===== src/ces_regs.svh =====
// Register offsets, field positions, reset values and limits
// Assumes byte addresses on a 16-bit address port
`ifndef CES_REGS_SVH
`define CES_REGS_SVH

// ********************************************************
// Register offsets
// ********************************************************
`define CES_ADDR_LEC       16'hFF92
`define CES_ADDR_INFO      16'hFF93
`define CES_ADDR_ERC       16'hFF94
`define CES_ADDR_IE        16'hFF96
`define CES_ADDR_INTS      16'hFF98
`define CES_ADDR_CTRL      16'hFF9A

// ********************************************************
// Reset values
// ********************************************************
`define CES_RST_LEC        3'h0
`define CES_RST_IE         6'h00
`define CES_RST_INTS       6'h00
`define CES_RST_TEC        9'h000
`define CES_RST_REC        8'h00

// ********************************************************
// Field positions
// ********************************************************
`define CES_IE_SET_LSB     8
`define CES_CTRL_CCLR_BIT  0
`define CES_INFO_BUS_OFF_FLAG_BIT  4
`define CES_ERC_PASV_BIT   15
`define CES_IRQ_PROTO_BIT  3
`define CES_IRQ_STATE_BIT  2

// ********************************************************
// Codes and counting limits
// ********************************************************
`define CES_LEC_BIT_REC    3'h4
`define CES_LEC_BIT_DOM    3'h5
`define CES_LVL_WARN       9'h060
`define CES_LVL_PASV       9'h080
`define CES_LVL_BUS_OFF_FLAG       9'h100
`define CES_TX_ERR_INC     9'h008
`define CES_RX_PRIM_INC    8'h08
`define CES_RX_MAX         8'hFF
`define CES_REC_OK_SET     8'h77

`endif


===== src/ces_pkg.sv =====
// Types shared by the error status block and its counters
// Assumes ces_regs.svh on the include path
`include "ces_regs.svh"

package ces_pkg;

  // ********************************************************
  // Error codes and state
  // ********************************************************
  typedef enum logic [2:0] {
    CES_LEC_NONE  = 3'h0,
    CES_LEC_STUFF = 3'h1,
    CES_LEC_FORM  = 3'h2,
    CES_LEC_ACK   = 3'h3,
    CES_LEC_BREC  = 3'h4,
    CES_LEC_BDOM  = 3'h5,
    CES_LEC_CRC   = 3'h6,
    CES_LEC_UNDEF = 3'h7
  } ces_lec_t;

  typedef struct packed {
    logic [8:0] tx_error_count;
    logic [7:0] rx_error_count;
  } ces_cnt_t;

  typedef struct packed {
    logic [2:0]  last_error_code;
    logic [5:0]  ie;
    logic [5:0]  pend;
    logic        cclr;
    logic [4:0]  lvl_prev;
    logic [15:0] rdata;
  } ces_core_t;

endpackage


===== src/ces_err_cnt.sv =====
// Transmit and receive error counters with fault confinement
// Assumes one-cycle event pulses on the system clock
`timescale 1ns/1ps
`default_nettype none
`include "ces_regs.svh"

module ces_err_cnt (
  // Clock and reset
  input  wire logic       clk_sys_i,
  input  wire logic       rstn_i,
  // Events
  input  wire logic       clr_i,
  input  wire logic       bus_off_flag_rec_i,
  input  wire logic       tx_err_i,
  input  wire logic       tx_ok_i,
  input  wire logic       rx_err_i,
  input  wire logic       rx_prim_i,
  input  wire logic       rx_ok_i,
  // Counts
  output logic [8:0]      tec_o,
  output logic [7:0]      rec_o
);

  ces_pkg::ces_cnt_t q;
  ces_pkg::ces_cnt_t d;

  // ********************************************************
  // Counting
  // ********************************************************
  always_comb begin
    logic [9:0] r;
    d = q;
    r = {2'h0, q.rx_error_count};
    if (q.tx_error_count < `CES_LVL_BUS_OFF_FLAG) begin
      if (tx_err_i) begin
        d.tx_error_count = q.tx_error_count + `CES_TX_ERR_INC;
      end else if (tx_ok_i && q.tx_error_count != `CES_RST_TEC) begin
        d.tx_error_count = q.tx_error_count - 9'h001;
      end
      // Saturate at bus-off so the flag cannot wrap away
      if (d.tx_error_count > `CES_LVL_BUS_OFF_FLAG) begin
        d.tx_error_count = `CES_LVL_BUS_OFF_FLAG;
      end
    end
    if (rx_ok_i) begin
      if ({1'b0, q.rx_error_count} >= `CES_LVL_PASV) begin
        r = {2'h0, `CES_REC_OK_SET};
      end else if (q.rx_error_count != `CES_RST_REC) begin
        r = r - 10'h001;
      end
    end else begin
      if (rx_err_i) begin
        r = r + 10'h001;
      end
      if (rx_prim_i) begin
        r = r + {2'h0, `CES_RX_PRIM_INC};
      end
    end
    d.rx_error_count = (r > {2'h0, `CES_RX_MAX}) ? `CES_RX_MAX : r[7:0];
    if (clr_i || bus_off_flag_rec_i) begin
      d.tx_error_count = `CES_RST_TEC;
      d.rx_error_count = `CES_RST_REC;
    end
  end

  always_ff @(posedge clk_sys_i) begin
    if (!rstn_i) begin
      q <= '{tx_error_count: `CES_RST_TEC, rx_error_count: `CES_RST_REC};
    end else begin
      q <= d;
    end
  end

  assign tec_o = q.tx_error_count;
  assign rec_o = q.rx_error_count;
endmodule
`default_nettype wire


===== src/ces_top.sv =====
// Error reporting and interrupt enable block of a CAN controller
// Assumes protocol engine events are one-cycle pulses on clk_sys_i
//
// Behaviour
// - Three-bit code reports latest protocol error
// - Recessive driven, dominant seen outside arbitration: code four
// - Dominant driven, recessive seen: code five
// - Entering initialization keeps the error code
// - Writes with a nonzero low byte to code register ignored
// - Bus-off flag set at count 256+
// - Transmit level field: 00, 01, 11
// - Receive level field: 00, 01, 11
// - Counter register packs tx and rx counts
// - Counts follow CAN fault confinement rules
// - Bit 15 marks receive error passive
// - Receive count invalid while level is 11
// - Transmit count invalid during bus-off
// - Enable bit gates its pending bit onto the interrupt output
// - Enable register uses set/clear bit pairs
// - Counter clear in init clears counts, self-clears
//
// Implementation choice: the plain strobed port.
`timescale 1ns/1ps
`default_nettype none
`include "ces_regs.svh"

module ces_top (
  // Clock and reset
  input  wire logic        clk_sys_i,
  input  wire logic        rstn_i,
  // Register port
  input  wire logic [15:0] addr_i,
  input  wire logic [15:0] wdata_i,
  input  wire logic        wr_i,
  input  wire logic        rd_i,
  output logic [15:0]      rdata_o,
  // Protocol engine: reported errors
  input  wire logic        err_event_i,
  input  wire logic [2:0]  err_code_i,
  // Protocol engine: bit monitor
  input  wire logic        bit_chk_i,
  input  wire logic        drv_lvl_i,
  input  wire logic        smp_lvl_i,
  input  wire logic        arb_fld_i,
  // Protocol engine: counting events
  input  wire logic        tx_err_i,
  input  wire logic        tx_ok_i,
  input  wire logic        rx_err_i,
  input  wire logic        rx_prim_i,
  input  wire logic        rx_ok_i,
  input  wire logic        bus_off_flag_rec_i,
  // Mode and other interrupt sources
  input  wire logic        init_mode_i,
  input  wire logic [5:0]  irq_event_i,
  // Interrupt
  output logic             irq_o
);

  ces_pkg::ces_core_t q;
  ces_pkg::ces_core_t d;

  logic [8:0] tec_w;
  logic [7:0] rec_w;
  logic [1:0] tx_lvl_w;
  logic [1:0] rx_lvl_w;
  logic       bus_off_flag_w;
  logic       pasv_w;
  logic [4:0] lvl_now_w;
  logic [7:0] info_w;
  logic [15:0] erc_w;
  logic       bit_rec_w;
  logic       bit_dom_w;
  logic       proto_w;

  // ********************************************************
  // Level decoding
  // ********************************************************
  // Encoding 10 never appears
  function automatic logic [1:0] err_level(input logic [8:0] cnt);
    if (cnt < `CES_LVL_WARN) begin
      err_level = 2'h0;
    end else if (cnt < `CES_LVL_PASV) begin
      err_level = 2'h1;
    end else begin
      err_level = 2'h3;
    end
  endfunction

  // ********************************************************
  // Error counters
  // ********************************************************
  ces_err_cnt u_cnt (
    .clk_sys_i  (clk_sys_i),
    .rstn_i     (rstn_i),
    .clr_i      (q.cclr),
    .bus_off_flag_rec_i (bus_off_flag_rec_i),
    .tx_err_i   (tx_err_i),
    .tx_ok_i    (tx_ok_i),
    .rx_err_i   (rx_err_i),
    .rx_prim_i  (rx_prim_i),
    .rx_ok_i    (rx_ok_i),
    .tec_o      (tec_w),
    .rec_o      (rec_w)
  );

  assign bus_off_flag_w    = tec_w >= `CES_LVL_BUS_OFF_FLAG;
  assign tx_lvl_w  = err_level(tec_w);
  assign rx_lvl_w  = err_level({1'b0, rec_w});
  assign pasv_w    = {1'b0, rec_w} >= `CES_LVL_PASV;
  assign lvl_now_w = {bus_off_flag_w, tx_lvl_w, rx_lvl_w};
  assign info_w    = {3'h0, lvl_now_w};
  // Count fields carry raw low bits; invalid in passive or bus-off
  assign erc_w     = {pasv_w, rec_w[6:0], tec_w[7:0]};

  // ********************************************************
  // Bit monitor: recessive is 1, dominant is 0
  // ********************************************************
  assign bit_rec_w = bit_chk_i && drv_lvl_i && !smp_lvl_i
                     && !arb_fld_i;
  assign bit_dom_w = bit_chk_i && !drv_lvl_i && smp_lvl_i;
  assign proto_w   = err_event_i || bit_rec_w || bit_dom_w;

  // ********************************************************
  // Register and state update
  // ********************************************************
  always_comb begin
    logic       set_b;
    logic       clr_b;
    logic [5:0] evt;
    d       = q;
    set_b   = 1'b0;
    clr_b   = 1'b0;
    evt     = irq_event_i;
    d.rdata = 16'h0000;

    // Bus write; new error below still wins over a clear
    if (wr_i) begin
      if (addr_i == `CES_ADDR_LEC) begin
        if (wdata_i[7:0] == 8'h00) begin
          d.last_error_code = `CES_RST_LEC;
        end
      end else if (addr_i == `CES_ADDR_IE) begin
        // Bits 15,14,7,6 are assumed zero and not decoded
        for (int n = 0; n < 6; n++) begin
          set_b = wdata_i[n + `CES_IE_SET_LSB];
          clr_b = wdata_i[n];
          if (set_b && !clr_b) begin
            d.ie[n] = 1'b1;
          end else if (!set_b && clr_b) begin
            d.ie[n] = 1'b0;
          end
        end
      end else if (addr_i == `CES_ADDR_INTS) begin
        d.pend = q.pend & ~wdata_i[5:0];
      end else if (addr_i == `CES_ADDR_CTRL) begin
        if (wdata_i[`CES_CTRL_CCLR_BIT] && init_mode_i) begin
          d.cclr = 1'b1;
        end
      end
    end

    // Clear pulse lasts one cycle, then the bit drops itself
    if (q.cclr) begin
      d.cclr = 1'b0;
    end

    // Latest error always overwrites; mode changes never touch it
    if (err_event_i) begin
      d.last_error_code = err_code_i;
    end else if (bit_rec_w) begin
      d.last_error_code = `CES_LEC_BIT_REC;
    end else if (bit_dom_w) begin
      d.last_error_code = `CES_LEC_BIT_DOM;
    end

    // Sticky sources; set wins over a same-cycle clear
    evt[`CES_IRQ_PROTO_BIT] = evt[`CES_IRQ_PROTO_BIT] | proto_w;
    evt[`CES_IRQ_STATE_BIT] = evt[`CES_IRQ_STATE_BIT]
                              | (lvl_now_w != q.lvl_prev);
    d.pend     = d.pend | evt;
    d.lvl_prev = lvl_now_w;

    // Bus read, answered one cycle later
    if (rd_i) begin
      if (addr_i == `CES_ADDR_LEC) begin
        d.rdata = {13'h0000, q.last_error_code};
      end else if (addr_i == `CES_ADDR_INFO) begin
        d.rdata = {8'h00, info_w};
      end else if (addr_i == `CES_ADDR_ERC) begin
        d.rdata = erc_w;
      end else if (addr_i == `CES_ADDR_IE) begin
        d.rdata = {10'h000, q.ie};
      end else if (addr_i == `CES_ADDR_INTS) begin
        d.rdata = {10'h000, q.pend};
      end else if (addr_i == `CES_ADDR_CTRL) begin
        d.rdata = {15'h0000, q.cclr};
      end else begin
        d.rdata = 16'h0000;
      end
    end
  end

  always_ff @(posedge clk_sys_i) begin
    if (!rstn_i) begin
      q <= '{last_error_code:      `CES_RST_LEC,
             ie:       `CES_RST_IE,
             pend:     `CES_RST_INTS,
             cclr:     1'b0,
             lvl_prev: 5'h00,
             rdata:    16'h0000};
    end else begin
      q <= d;
    end
  end

  // ********************************************************
  // Outputs
  // ********************************************************
  assign rdata_o = q.rdata;
  assign irq_o   = |(q.pend & q.ie);
endmodule
`default_nettype wire


===== config.mk =====
export PLATFORM = sky130hd
export DESIGN_NAME = ces_top
export DESIGN_NICKNAME = d
export VERILOG_FILES = /design/src/ces_pkg.sv /design/src/ces_err_cnt.sv /design/src/ces_top.sv
export VERILOG_INCLUDE_DIRS = /design/src
export SDC_FILE = /design/constraint.sdc
export NUM_CORES = 1
export LEC_CHECK = 0
export BUFFER_PORTS_ARGS = -buffer_cell sky130_fd_sc_hd__buf_2
export CAP_MARGIN = 20
export CORE_MARGIN = 4
export CORE_UTILIZATION = 35
export CTS_BUF_LIST = sky130_fd_sc_hd__clkbuf_8
export DETAILED_ROUTE_END_ITERATION = 6
export GPL_ROUTABILITY_DRIVEN = 1
export PLACE_DENSITY = 0.6
export SLEW_MARGIN = 20
export SYNTH_ARGS = -nofsm -noshare
export SYNTH_HDL_FRONTEND = slang
export SYNTH_SLANG_ARGS = --single-unit

===== constraint.sdc =====
create_clock -name clk_sys_i -period 6.8 [get_ports clk_sys_i]
set_input_delay 1.7 -clock clk_sys_i [delete_from_list [all_inputs] [get_ports clk_sys_i]]
set_output_delay 1.7 -clock clk_sys_i [all_outputs]
set_load 0.05 [all_outputs]

After elaboration in Yosys (flattened, before gate mapping)
Cells that the tools add are included.
{"block": "totals", "regBits": 54, "in_bits": 57}
{"block": "classes", "add_sub_neg": 5, "magnitude_cmp": 9, "eq_ne": 7, "n_mux": 46, "bitwise": 11, "n_reduce_logical": 63}
{"op": "$eq 16x16->1 const B", "n": 6}
{"op": "$mux 10", "n": 6}
{"op": "$mux 9", "n": 4}
{"op": "$mux 16", "n": 2}
{"op": "$mux 6", "n": 4}
{"op": "$reduce_and 4->1", "n": 6}
{"op": "$logic_and 1x1->1", "n": 19}
{"op": "$mux 3", "n": 6}
{"op": "$mux 1", "n": 16}
{"op": "$logic_not 1->1", "n": 15}
{"op": "$mux 13", "n": 1}
{"op": "$and 6x6->6", "n": 2}
{"op": "$reduce_bool 2->1", "n": 6}
{"op": "$reduce_bool 4->1", "n": 3}
{"op": "$add 10x4->10 const B", "n": 1}
{"op": "$gt 10x8->1 const B", "n": 1}
{"op": "$add 8x1->9 const B", "n": 1}
{"op": "$add 9x4->9 const B", "n": 1}
{"op": "$ge 9x9->1 const B", "n": 1}
{"op": "$gt 9x9->1 const B", "n": 1}
{"op": "$lt 9x7->1 const B", "n": 1}
{"op": "$lt 9x8->1 const B", "n": 1}
{"op": "$lt 9x9->1 const B", "n": 1}
{"op": "$reduce_bool 9->1", "n": 1}
{"op": "other kinds (24)", "n": 35}

Logic depth before layout (Yosys ltp)
Gate-level depths: netlist of run 1.
{"block": "logic_depth", "depth_word": 10, "depth_mapped": 9, "ltp_nobuf": 9}

Hierarchy
Synthesis of run 1 repeated with hierarchy kept, for this count alone.
{"block": "hier_totals", "hier_cells": 430, "area_unflattened_um2": 3463.3}
{"mod": "ces_top", "instances": 1, "cells_each": 228, "area_each_um2": 1985.7}
{"mod": "ces_err_cnt", "instances": 1, "cells_each": 202, "area_each_um2": 1477.7}

Worst setup path after synthesis of run 1
No wires, ideal clock.
{"block": "synth_timing", "kind": "input port to flip-flop", "from": "input rx_err_i", "to": "register u_cnt.q (netlist bit u_cnt.rec_o[7])", "setup_time_ns": 0.086, "t_arrival_ns": 3.403, "required_time_ns": 6.714, "path_slack_ns": 3.312, "cell_stages": 9, "cell_sequence": "clkbuf_1 nand4_1 xnor2_1 ha_1 and3_1 nor4bb_1 a211oi_1 a21o_1 a211oi_1"}
{"block": "synth_via", "elab_chain_len": 7}
{"item": "start, declared", "line_no": "ces_top.sv:48", "source": "input wire logic rx_err_i,"}
{"item": "$mux 10 (*)", "line_no": "ces_err_cnt.sv:52", "source": "if (rx_err_i) begin"}
{"item": "$mux 10 (*)", "line_no": "ces_err_cnt.sv:45", "source": "if (rx_ok_i) begin"}
{"item": "$add 10x4->10", "line_no": "ces_err_cnt.sv:56", "source": "r = r + {2'h0, `CES_RX_PRIM_INC};"}
{"item": "$mux 10 (*)", "line_no": "ces_err_cnt.sv:55", "source": "if (rx_prim_i) begin"}
{"item": "$mux 10 (*)", "line_no": "ces_err_cnt.sv:45"}
{"item": "$gt 10x8->1", "line_no": "ces_err_cnt.sv:59", "source": "d.rx_error_count = (r > {2'h0, `CES_RX_MAX}) ? `CES_RX_MAX : r[7:0];"}
{"item": "$mux 8 (*)", "line_no": "ces_err_cnt.sv:59"}
{"item": "end signal, assigned", "line_no": "ces_err_cnt.sv:68", "source": "q <= '{tx_error_count: `CES_RST_TEC, rx_error_count: `CES_RST_REC};"}
{"item": "end, declared", "line_no": "ces_err_cnt.sv:24", "source": "ces_pkg::ces_cnt_t q;"}
Every way passes the cells marked *; elsewhere a longest branch is shown, timed or not. The select of a mux whose other input is x is not followed.
A chain may end at the register's enable or synchronous reset.

Worst setup path in the final report of run 1
Same ends and word-level chain as after synthesis.

==> run summary, run 1 <==
The run finished with clean final reports. The synthesized net count came out at 456. The worst-case IR drop observed on VDD is 0.0863 mV. The detailed placement HPWL is 6300 um.

For this run, the leading register cell type out of synthesis is dfxtp_1. The number of distinct standard cells referenced by the synthesized netlist came out at 72. The fraction of post-synthesis cell area in the top cell type by area came out at 32.6%. Using the TritonRoute via totals, the vias-per-cell ratio works out to 5.32. The detailed-routed wire length on met3 came out at 457 um. The endpoint required time on the critical path is 7.03 ns. Yosys attributes the largest share of cell area to dfxtp_1 (33%), ha_1 (4.9%), buf_4 (3.8%), xnor2_1 (2.9%), a21oi_1 (2.9%).

The total via count in the routed design is 2944. The via count of the first global-routing pass was 2782. On the critical path, the stage with the largest delay is an instance of xnor2_1. The count of buffers added on input and output ports is 71.

The first-pass iteration count of the detailed router is 4. The number of antenna violations at the first check in global routing came out at 0. The worst-case clock skew came out at 0.00911 ns. The cell area after layout is 0.00368 mm2.

The cell area after technology mapping came out at 0.00332 mm2. Once the clock tree was built, the resizer swapped 0 gates to a different size. The share of the clock period used by the worst path came out at 49.9%.

The number of pins with negative max-slew slack in the final report is 0. The Yosys step of the flow raised 0 warnings. Hold repair after CTS inserted 0 buffers. Global routing used 14.4% of the available tracks across all layers. The worst pin sits at a relative slew slack of 53.3%. Once placement finished, the instance area stood at 0.00359 mm2.

In this run the clock root is driven by a clkbuf_8. The library cell with the highest instance count after synthesis is dfxtp_1. The core region area is 0.00924 mm2.

The proportion of synthesized chip area in sequential cells came out at 32.6%. The wire length on met2 is 3930 um. After routing, the total negative slack on setup checks comes to 0 ns. The number of endpoints failing setup at the final stage is 0. On the critical path the largest part of the delay comes from simple AND/OR/NAND/NOR gates. For this block, the initial DRC count from the detailed router was 127.

The clock insertion delay at the later pin of the skew report came out at 0.31 ns. The number of cell rows came out at 35. Walking the worst path, the cells encountered are buf_2 > nand4_1 > xnor2_1 > ha_1 > and3_1 > nor4bb_1 > a211oi_1 > a21o_1 > a211oi_1. The y dimension of the die is 105 um. The reg2reg setup slack is 4.27 ns. The critical path ends at u_cnt.rec_o[7]. The number of sinks on the clock net came out at 54. The number of synthesized flops with an enable pin is 0. The path class of the tightest hold or removal check is flop to flop. The library cell appearing most often on the critical path is a211oi_1. The static leakage came out at 1.50 nW. After detailed routing, the total wire length is 8200 um.

The number of antenna-violating nets in the routed design came out at 0. The fraction of registers with async set/reset came out at 0%. The destination of the worst register-to-register timing path is u_cnt.rec_o[7].

The post-route minimum period came out at 3.39 ns. The final-stage net count is 493. At the end of routability-driven placement, the weighted congestion stood at 0.878. The critical path depth came out at 9. Clock tree synthesis inserted a total of 5 buffers. The mean post-synth cell area is 8.60 um2. The first global-routing pass estimated 13300 um of wire.

0 antenna diodes ended up in the layout. In the final layout, the share of cells above drive strength 1 is 22.9%. The category of the worst setup path launch point is an input port. Dividing the detail-routed wire length by the instance count gives 14.8 um. The register clock-pin slew on the reported worst setup and hold paths came out at 0.10 ns.

The areal power density over the cells is 171 mW/mm2. The largest fanout of any net on the critical path is 6. The final worst-path setup slack is 3.41 ns.

Of all cell types, the one taking the most synthesized area is dfxtp_1. TritonCTS built the clock tree. The DRC violation count after routing is 0.

The commonest cells after synthesis are dfxtp_1 (54), nand2_1 (23), inv_1 (20), nor2_1 (20), a21oi_1 (19). The residual overflow from global routing came out at 0. The data arrival time of the worst path is 3.62 ns. The maximum number of pins on one net before global-route repair is 25. The die covers 0.0111 mm2. The buffer and inverter count on the worst path is 1. The final hold violation count came out at 0.

By startpoint and endpoint, the worst setup path is classified as input port to flop. The post-CTS setup-driven buffer insertion count is 0. The H-tree depth reported by CTS is 2.

The die width is 105 um. The post-placement setup slack came out at 3.13 ns. The pin slew with the least headroom to its limit came out at 0.694 ns.

In this run the deepest clock path goes through 2 buffers. The worst setup path is captured at a flop. The worst reg2reg path depth is 9.

In the final routing, the length of wire on met1 measures 3690 um. The highest metal layer carrying signal wires in the routed design is met4. Compared with the post-synthesis result, the final layout area differs by 10.9%. The starting density of the core came out at 35.9%. The count of mapped cells out of synthesis is 386. The number of ports placed on the die boundary is 74. The tool flagged a number of max-cap violations equal to 0.

The number of flip-flops and latches in the synthesized netlist came out at 54. Setup repair after global routing left no endpoint under its margin. The biggest cell delay along the critical path is 0.32 ns. The beginning of the critical path is rx_err_i. Derived from the worst setup path, the maximum achievable clock frequency is 295 MHz. The worst register-to-register path begins at u_cnt.rec_o[1].
[how the worst min path moves through the flow]
stage	start	end	slack [ns]	depth (start not counted)
6_report	q[34]	q[34]	0.49	2
5_1_grt	q[34]	q[34]	0.53	2
4_1_cts	q[34]	q[34]	0.50	2
3_5_place_dp	q[34]	q[34]	0.48	2
3_3_place_gp	q[34]	q[34]	0.48	2
2_1_floorplan	q[34]	q[34]	0.45	2
[logic make-up (layout without fill, tap and decap cells)]
logic type	count (synthesis)	after routing	share of synthesized area (%)
buffers and inverters	61	99	9.69
AOI/OAI and AO/OA	89	89	19.6
muxes	6	6	1.81
adders and majority gates	13	13	4.90
xor gates and xnor gates	17	17	4.49
DFF	54	54	32.6
and+or+nand+nor	146	146	26.9
[power by group]
group	switching [mW]	internal [mW]	total (mW)	leakage, nW
clock	0.103	0.0810	0.184	0.0524
combinational	0.0566	0.0504	0.107	1.01
sequential	0.0131	0.324	0.338	0.439
total	0.173	0.456	0.629	1.50
[through the flow]
stage	util [%]	power [mW]	hold slack (ns)	std cells
after CTS	39.8	0.633	0.503	553
after floorplan	-	0.421	0.452	386
after detailed placement	38.8	0.451	0.477	545
after global placement	38.8	0.449	0.481	545
final	39.8	0.629	0.494	553
after global routing	39.8	0.661	0.526	553
[cell type report]
cell class | instances | area, um2
fill | 956 | 5560
multi-input combinational | 271 | 1920
sequential | 54 | 1080
timing repair buffer | 71 | 355
tap | 129 | 161
clock buffer | 6 | 82.6
inverter | 20 | 75.1
clock inverter | 2 | 8.76
[cell usage in the layout (no fill, tap or decap), types with 3 or more instances in the layout]
cell type	count
nor4_1	3
nor3_1	11
o31a_1	3
nor2b_1	8
nand3b_1	8
a31oi_1	3
inv_1	21
ha_1	13
a21o_1	5
clkbuf_8	6
nand2_1	23
mux2i_1	6
a21boi_0	11
xor2_1	6
dfxtp_1	54
o21a_1	5
o21ai_0	9
a211oi_1	3
a22oi_1	3
buf_2	71
nand2b_1	4
xnor2_1	11
and3_1	6
nand4_1	11
nand4b_1	4
a221oi_1	3
nor2_1	20
a21oi_1	19
and2_1	12
nand3_1	10
[worst min-delay path, stage by stage (launching register included)]
cell,delay [ns]
dfxtp_1,0.33
nand3_1,0.06
a21boi_0,0.07
[registers in the layout, indices dropped and copies added (netlist names)]
signal       flops
rdata_o         16
u_cnt.tec_o      9
u_cnt.rec_o      8
q               21
[routing by layer]
layer  GRT usage [%]  vias to the layer above
li1                -                     1451
met1            19.2                     1391
met2            23.3                       90
met3            3.06                       12
met4            4.03                        0
met5               0                        -
No activity file was read; power rests on OpenSTA's default activity.
==> run 2: changes to the inputs <==
Settings changed: PLACE_DENSITY 0.6 to 0.62.
Clock period 6.8 ns to 2.84 ns, I/O delays scaled along.
==> run summary, run 2 (synthesis gave the netlist of run 1 again) <==
Status: finished clean (unchanged). The reg2reg setup slack came out at 0.41 ns (was 4.27 ns). The headroom to the max-slew limit came out at 58.4% (was 53.3%). The biggest cell delay along the critical path is 0.55 ns (was 0.32 ns).

The count of input and output buffers came out at 71 (unchanged). The cell with the biggest individual delay on the critical path is dfxtp_1 (was xnor2_1). The most common cell after layout, fill and taps aside is buf_2 (unchanged). The number of cell rows came out at 35 (unchanged). The kind of critical path was flop to flop (was input port to flop). The number of gates resized after CTS is 0 (unchanged). The number of vias per cell is 5.21 (was 5.32). The clock insertion delay at the later pin of the skew report is 0.31 ns (about the same). The final worst-path setup slack is 0.405 ns (was 3.41 ns). The power share of the sequential group came out at 53.8% (was 53.7%).

The type of the most critical hold path was flop to flop (unchanged). The fraction of power consumed by combinational cells is 16.8% (was 17.0%). The net switching share of the total power is 27.3% (was 27.5%). The areal power density over the cells came out at 406 mW/mm2 (was 171 mW/mm2). The final setup TNS was 0 ns (unchanged). Unrepaired setup endpoints after global routing: false (unchanged). The number of pins with negative max-slew slack in the final report came out at 0 (unchanged).

The number of DRC markers after the initial detailed-route iteration came out at 220 (was 127). The total via count in the routed design is 2899 (was 2944). Cells along the critical path: ha_1 > nand4_1 > xnor2_1 > ha_1 > and3_1 > nor4bb_1 > a211oi_1 > a21o_1 > a211oi_1 (was buf_2 > nand4_1 > xnor2_1 > ha_1 > and3_1 > nor4bb_1 > a211oi_1 > a21o_1 > a211oi_1). The end-of-flow core utilization came out at 40.1% (was 39.8%). The diode insertion count for antenna repair is 0 (unchanged). The detailed placement HPWL is 6090 um (was 6300 um). The post-route minimum period came out at 2.43 ns. The share of the clock period used by the worst path is 85.7%. The destination of the worst register-to-register timing path is u_cnt.rec_o[7] (unchanged). The area of placed instances came out at 0.00361 mm2 (was 0.00359 mm2). The static leakage came out at 1.52 nW (was 1.50 nW).

The total power consumption of the routed design came out at 1.50 mW (was 0.629 mW). The DRC violation count after routing came out at 0 (unchanged). The hold path startpoint is q[34] (unchanged). The max capacitance violation total is 0 (unchanged). The first-pass iteration count of the detailed router came out at 7 (was 4). The data arrival time of the worst path is 2.66 ns (was 3.62 ns). The register bank with the most flops is q (unchanged).

The number of antenna violations at the first check in global routing was 0 (unchanged). The register clock-pin slew on the reported worst setup and hold paths came out at 0.09 ns (was 0.10 ns). The first-pass GRT wire length came out at 13000 um (was 13300 um). The highest clock frequency the design can meet is 411 MHz. The post-placement setup slack came to 0.219 ns (was 3.13 ns). The CTS tree is done (unchanged). The post-layout instance count excluding filler cells is 556 (was 553). The maximum resistive drop on vdd came out at 0.198 mV (was 0.0863 mV). Commonest cells after routing, fill and taps aside: buf_2 (71), dfxtp_1 (54), nand2_1 (23) (unchanged).

The category of the worst setup path launch point is a flop (was input port). The total placed cells including tap cells came out at 548 (was 545). The number of ports placed on the die boundary came out at 74 (unchanged). The clock network power share was 29.4% (was 29.3%).

The pin slew with the least headroom to its limit came out at 0.619 ns (was 0.694 ns). The final weighted congestion in routability-driven placement is 0.839 (was 0.878). The cell area after layout is 0.00370 mm2 (was 0.00368 mm2). The global router's overall resource usage came out at 13.8% (was 14.4%). The share of post-route cells with drive strength above 1 was 23.4% (was 22.9%). The worst hold slack after final layout is 0.498 ns (was 0.494 ns). The maximum number of pins on one net before global-route repair is 24 (was 25). The number of buffers created by CTS is 5 (unchanged).

The buffer and inverter count on the worst path is 0 (was 1). The hold-critical path endpoint was q[34] (unchanged). The final-stage net count came out at 496 (was 493). The flip-flop count of the largest register after layout is 21 (unchanged). The y dimension of the die was 105 um (unchanged). The area growth from synthesis to layout came out at 11.6% (was 10.9%). The startpoint of the most critical register-to-register path is u_cnt.rec_o[0] (was u_cnt.rec_o[1]). The worst-case clock skew came to 0.00834 ns (was 0.00911 ns).

The total of hold buffers inserted after clock tree synthesis came out at 0 (unchanged). The residual overflow from global routing came out at 0 (unchanged). The total wire length came out at 7770 um (was 8200 um). The worst hold path depth was 2 (unchanged). The category of the worst setup path capture point is a flop (unchanged). The die width came out at 105 um (unchanged). The number of antenna-violating nets in the routed design is 0 (unchanged).

The area taken by flip-flops and latches came out at 0.00108 mm2 (unchanged). The H-tree depth reported by CTS is 2 (unchanged). The starting density of the core was 35.9% (unchanged).

The total internal power came to 1.09 mW (was 0.456 mW). The cell class contributing the biggest share of worst-path delay is simple AND/OR/NAND/NOR gates (unchanged). The via count of the first global-routing pass was 2678 (was 2782). The number of sinks on the clock net came out at 54 (unchanged). The buffer depth of the longest clock path came out at 2 (unchanged). The multi-input logic area is 0.00192 mm2 (unchanged). The endpoint required time on the critical path came to 3.07 ns (was 7.03 ns). The final hold violation count is 0 (unchanged). The largest fanout of any net on the critical path came out at 10 (was 6). The detailed-route wire length per cell came out at 14.0 um (was 14.8 um). The beginning of the critical path is u_cnt.rec_o[0] (was rx_err_i). The number of endpoints failing setup at the final stage came out at 0 (unchanged). The post-CTS setup-driven buffer insertion count came to 0 (unchanged).

The filler cell count came out at 946 (was 956). The clock tree root buffer cell was clkbuf_8 (unchanged). The core region area came out at 0.00924 mm2 (unchanged). The area enclosed by the die boundary was 0.0111 mm2 (unchanged).

The power spent charging and discharging nets is 0.410 mW (was 0.173 mW). The worst reg2reg path depth came out at 9 (unchanged).
[run 2: changes by cell type in the layout (fill, tap and decap cells not counted), sizes merged]
cell	previous run	this run
buf	71	74
[run 2: layout make-up]
cell class	count	share of cell area [%]
multi-input cells	271	51.7
repair buffers	74	10.2
inverters	20	2.03
well taps	129	4.36
flip-flops and latches	54	29.2
clock buffers	6	2.23
clock inverters	2	0.237
[run 2: worst max path at each step]
| stage | to | slack, ns | depth (start not counted) |
|---|---|---|---|
| after floorplan | u_cnt.rec_o[7] | 0.34 | 9 |
| after global placement | u_cnt.rec_o[7] | 0.30 | 9 |
| after detailed placement | u_cnt.rec_o[7] | 0.22 | 9 |
| after CTS | u_cnt.rec_o[7] | 0.40 | 9 |
| after global routing | u_cnt.rec_o[7] | 0.16 | 9 |
| final | u_cnt.rec_o[7] | 0.41 | 9 |
[run 2: power by group through the flow]
stage | combinational, mW | sequential [mW] | clock [mW]
detailed placement | 0.253 | 0.826 | 0
global placement | 0.247 | 0.826 | 0
global route | 0.287 | 0.813 | 0.486
finish | 0.253 | 0.809 | 0.442
floorplan | 0.204 | 0.804 | 0
CTS | 0.254 | 0.808 | 0.463
[run 2: worst min-delay path, stage by stage, from the launching register on]
cell and delay (ns):
dfxtp_1 0.33, nand3_1 0.06, a21boi_0 0.07
[run 2: per-layer routing]
metal | global-route usage [%] | part of all wire, % | up-vias
li1 | - | - | 1459
met1 | 19.4 | 47 | 1364
met2 | 21.4 | 46 | 66
met3 | 2.82 | 5.0 | 10
met4 | 3.94 | 1.6 | 0
met5 | 0 | 0 | -
==> run 3: changes to the inputs <==
Settings changed: PLACE_DENSITY 0.62 to 0.61, SYNTH_HIERARCHICAL set to 1.
==> run summary, run 3 <==
The register clock-pin slew on the reported worst setup and hold paths came to 0.10 ns (was 0.09 ns). The pin slew with the least headroom to its limit came out at 0.610 ns (was 0.619 ns). The parity-gate share of the synthesized area counting xor and xnor cells is 3.29% (was 4.49%). The most common cell after layout, fill and taps aside is buf_2 (unchanged). The clock tree root buffer cell is clkbuf_8 (unchanged). The DRC violation count after routing came out at 0 (unchanged). The number of buffers created by CTS is 5 (unchanged). The diode insertion count for antenna repair came to 0 (unchanged). The number of DRC markers after the initial detailed-route iteration came out at 189 (was 220).

The synthesized net count came out at 500 (was 456). The largest fanout of any net on the critical path came out at 7 (was 10). The areal power density over the cells is 439 mW/mm2 (was 406 mW/mm2). The starting density of the core is 35.8% (was 35.9%). The final hold violation count is 0 (unchanged). The adder and majority gate portion of the synthesized area came to 4.99% (was 4.90%). The total internal power is 1.20 mW (was 1.09 mW).

The filler cell count was 999 (was 946). The static leakage came to 1.59 nW (was 1.52 nW). The reg2reg setup slack is 0.43 ns (was 0.41 ns). The flip-flop count of the largest register after layout came out at 21 (unchanged). The dominant register cell in the synthesized netlist is dfxtp_1 (unchanged). The data arrival time of the worst path is 2.66 ns (about the same). The CTS tree was done (unchanged).

The detailed-route wire length per cell was 14.3 um (was 14.0 um). The area growth from synthesis to layout is 13.0% (was 11.6%). The clock insertion delay at the later pin of the skew report is 0.32 ns (was 0.31 ns). The die width came out at 107 um (was 105 um).

The proportion of synthesized area in mux cells came to 1.81% (about the same). The biggest cell delay along the critical path is 0.45 ns (was 0.55 ns). The library cell appearing most often on the critical path is a211oi_2. The final setup TNS was 0 ns (unchanged).

The endpoint required time on the critical path is 3.08 ns (was 3.07 ns). The area taken by flip-flops and latches came out at 0.00108 mm2 (unchanged). The final weighted congestion in routability-driven placement came out at 0.888 (was 0.839).

The y dimension of the die came out at 107 um (was 105 um). The fraction of post-synthesis cell area in the top cell type by area came to 31.2% (was 32.6%). Biggest area contributors in the synthesized netlist: dfxtp_1 (31%), a21oi_1 (4.9%), ha_1 (4.7%), nor2_1 (4.4%), buf_4 (3.9%) (was dfxtp_1 (33%), ha_1 (4.9%), buf_4 (3.8%), xnor2_1 (2.9%), a21oi_1 (2.9%)). The buffer and inverter count on the worst path was 1 (was 0). The number of gates resized after CTS came out at 0 (unchanged).

The global router's overall resource usage is 15.5% (was 13.8%). The mean post-synth cell area came out at 8.05 um2 (was 8.60 um2). The final-stage net count is 547 (was 496). The post-synthesis compound-gate area fraction came out at 21.4% (was 19.6%). The proportion of synthesized chip area in sequential cells was 31.2% (was 32.6%). The maximum resistive drop on vdd is 0.207 mV (was 0.198 mV). The detailed placement HPWL is 6660 um (was 6090 um). The multi-input logic area is 0.00208 mm2 (was 0.00192 mm2). Cells along the critical path: inv_1 > ha_1 > or4b_1 > a211oi_2 > o211ai_1 > o31a_1 > o41a_1 > a211oi_2 (was ha_1 > nand4_1 > xnor2_1 > ha_1 > and3_1 > nor4bb_1 > a211oi_1 > a21o_1 > a211oi_1). The buffer depth of the longest clock path is 2 (unchanged). The cell with the biggest individual delay on the critical path is or4b_1 (was dfxtp_1). The total via count in the routed design is 3298 (was 2899). The area fraction in and, or, nand and nor cells after synthesis came out at 28.7% (was 26.9%).

The via count of the first global-routing pass is 3181 (was 2678). The cell class contributing the biggest share of worst-path delay is compound AO/OA/AOI/OAI gates (was simple AND/OR/NAND/NOR gates). The first-pass GRT wire length is 14700 um (was 13000 um). The post-CTS setup-driven buffer insertion count is 0 (unchanged). The power spent charging and discharging nets came to 0.512 mW (was 0.410 mW). The post-route minimum period came to 2.41 ns (was 2.43 ns). The power share of the sequential group was 47.9% (was 53.8%). The max capacitance violation total is 0 (unchanged). The final worst-path setup slack came out at 0.426 ns (was 0.405 ns).

Commonest cells after routing, fill and taps aside: buf_2 (71), dfxtp_1 (54), nor2_1 (41) (was buf_2 (71), dfxtp_1 (54), nand2_1 (23)). Synth top cells by count: dfxtp_1 (54), nor2_1 (41), a21oi_1 (34) (was dfxtp_1 (54), nand2_1 (23), inv_1 (20), nor2_1 (20), a21oi_1 (19)). Unrepaired setup endpoints after global routing: false (unchanged).

The H-tree depth reported by CTS came out at 2 (unchanged). The synthesis warning total came out at 6 (was 0). The cell area after technology mapping is 0.00346 mm2 (was 0.00332 mm2).

The register bank with the most flops is q (unchanged). The number of distinct standard cells referenced by the synthesized netlist came out at 69 (was 72). The share of post-route cells with drive strength above 1 was 20.7% (was 23.4%). The type of the most critical hold path is flop to flop (unchanged). The maximum number of pins on one net before global-route repair came out at 19 (was 24). The core region area came out at 0.00968 mm2 (was 0.00924 mm2). The fraction of power consumed by combinational cells came to 20.2% (was 16.8%). The count of mapped cells out of synthesis is 430 (was 386).

The clock network power share is 32.0% (was 29.4%). The number of ports placed on the die boundary came to 74 (unchanged). The library cell with the highest instance count after synthesis was dfxtp_1 (unchanged).

The cell area after layout is 0.00391 mm2 (was 0.00370 mm2). The share of the clock period used by the worst path is 85.0% (was 85.7%). The total wire length came out at 8760 um (was 7770 um). The number of synthesized flops with an enable pin came to 0 (unchanged). The first-pass iteration count of the detailed router came out at 4 (was 7). Status: finished clean (unchanged).

The category of the worst setup path capture point is a flop (unchanged). The number of endpoints failing setup at the final stage is 0 (unchanged). The number of vias per cell is 5.40 (was 5.21). The number of sinks on the clock net is 54 (unchanged). The worst-case clock skew is 0.00555 ns (was 0.00834 ns).

The number of antenna violations at the first check in global routing came to 0 (unchanged). The dominant combinational cell family by area after synthesis is simple AND/OR/NAND/NOR gates (unchanged). The post-placement setup slack is 0.314 ns (was 0.219 ns). The fraction of registers with async set/reset came out at 0% (unchanged). The highest clock frequency the design can meet was 414 MHz (was 411 MHz). The area enclosed by the die boundary is 0.0116 mm2 (was 0.0111 mm2). The number of pins with negative max-slew slack in the final report came out at 0 (unchanged).

The number of antenna-violating nets in the routed design is 0 (unchanged). The headroom to the max-slew limit is 59.3% (was 58.4%). The number of flip-flops and latches in the synthesized netlist came out at 54 (unchanged). The total of hold buffers inserted after clock tree synthesis was 0 (unchanged). The kind of critical path is flop to flop (unchanged). The worst hold slack after final layout came out at 0.451 ns (was 0.498 ns). The net switching share of the total power came to 29.8% (was 27.3%). The total power consumption of the routed design is 1.72 mW (was 1.50 mW).

The category of the worst setup path launch point is a flop (unchanged). The number of cell rows came to 36 (was 35). The largest area contributor in the synthesized netlist is dfxtp_1 (unchanged). The count of input and output buffers was 71 (unchanged). The residual overflow from global routing came to 0 (unchanged). The area of placed instances came out at 0.00380 mm2 (was 0.00361 mm2).
-- run 3: changes by cell type after synthesis, moves of 7 or more --
cell	change
nor2_1	+21
a21oi_1	+15
a21boi_0	-11
clkbuf_1	-10
a31oi_1	+7
nand2_1	+7
nand3_1	+7
o31ai_1	+7
-- run 3: final timing paths --
kind	from	cells after the start	endpoint
worst max-delay path	u_cnt/tec_o[3]	8	u_cnt/tec_o[1]
worst min-delay path	q[21]	1	q[21]
worst max register to register	u_cnt/tec_o[3]	8	u_cnt/tec_o[1]
worst min register to register	q[21]	1	q[21]
-- run 3: cell families (layout without fill, tap and decap cells) --
kind of cell	count (synthesis)	in the layout
AO/OA/AOI/OAI	109	109
XOR/XNOR	13	13
adder cells (fa/ha/maj)	14	14
buffers and inverters	57	105
flip-flops	54	54
multiplexers	6	6
AND/OR/NAND/NOR	177	177
-- run 3: area by class of cell --
class	count	share of cell area, %
Timing Repair Buffer	74	9.65
Sequential cell	54	27.6
Multi-Input combinational cell	319	53.3
Clock inverter	3	1.25
Clock buffer	5	1.76
Inverter	23	2.21
Tap cell	133	4.25
-- run 3: power groups by stage --
| stage | Clock (mW) | Combinational, mW | Sequential (mW) |
|---|---|---|---|
| 3_5_place_dp | 0 | 0.342 | 0.838 |
| 4_1_cts | 0.562 | 0.344 | 0.821 |
| 2_1_floorplan | 0 | 0.256 | 0.821 |
| 6_report | 0.549 | 0.346 | 0.821 |
| 3_3_place_gp | 0 | 0.334 | 0.838 |
| 5_1_grt | 0.598 | 0.390 | 0.827 |
-- run 3: layer usage --
metal  wire (um)  vias up  GRT usage (%)
met3         507       11           2.76
met4         138        0           5.95
met5           0        -              0
met1        4140     1539           21.1
met2        3970      104           24.4
li1            -     1644              -
-- run 3: stage by stage --
| stage | util [%] | std cells |
|---|---|---|
| floorplan | - | 430 |
| global placement | 39.2 | 603 |
| detailed placement | 39.2 | 603 |
| CTS | 40.4 | 611 |
| global route | 40.4 | 611 |
| finish | 40.4 | 611 |
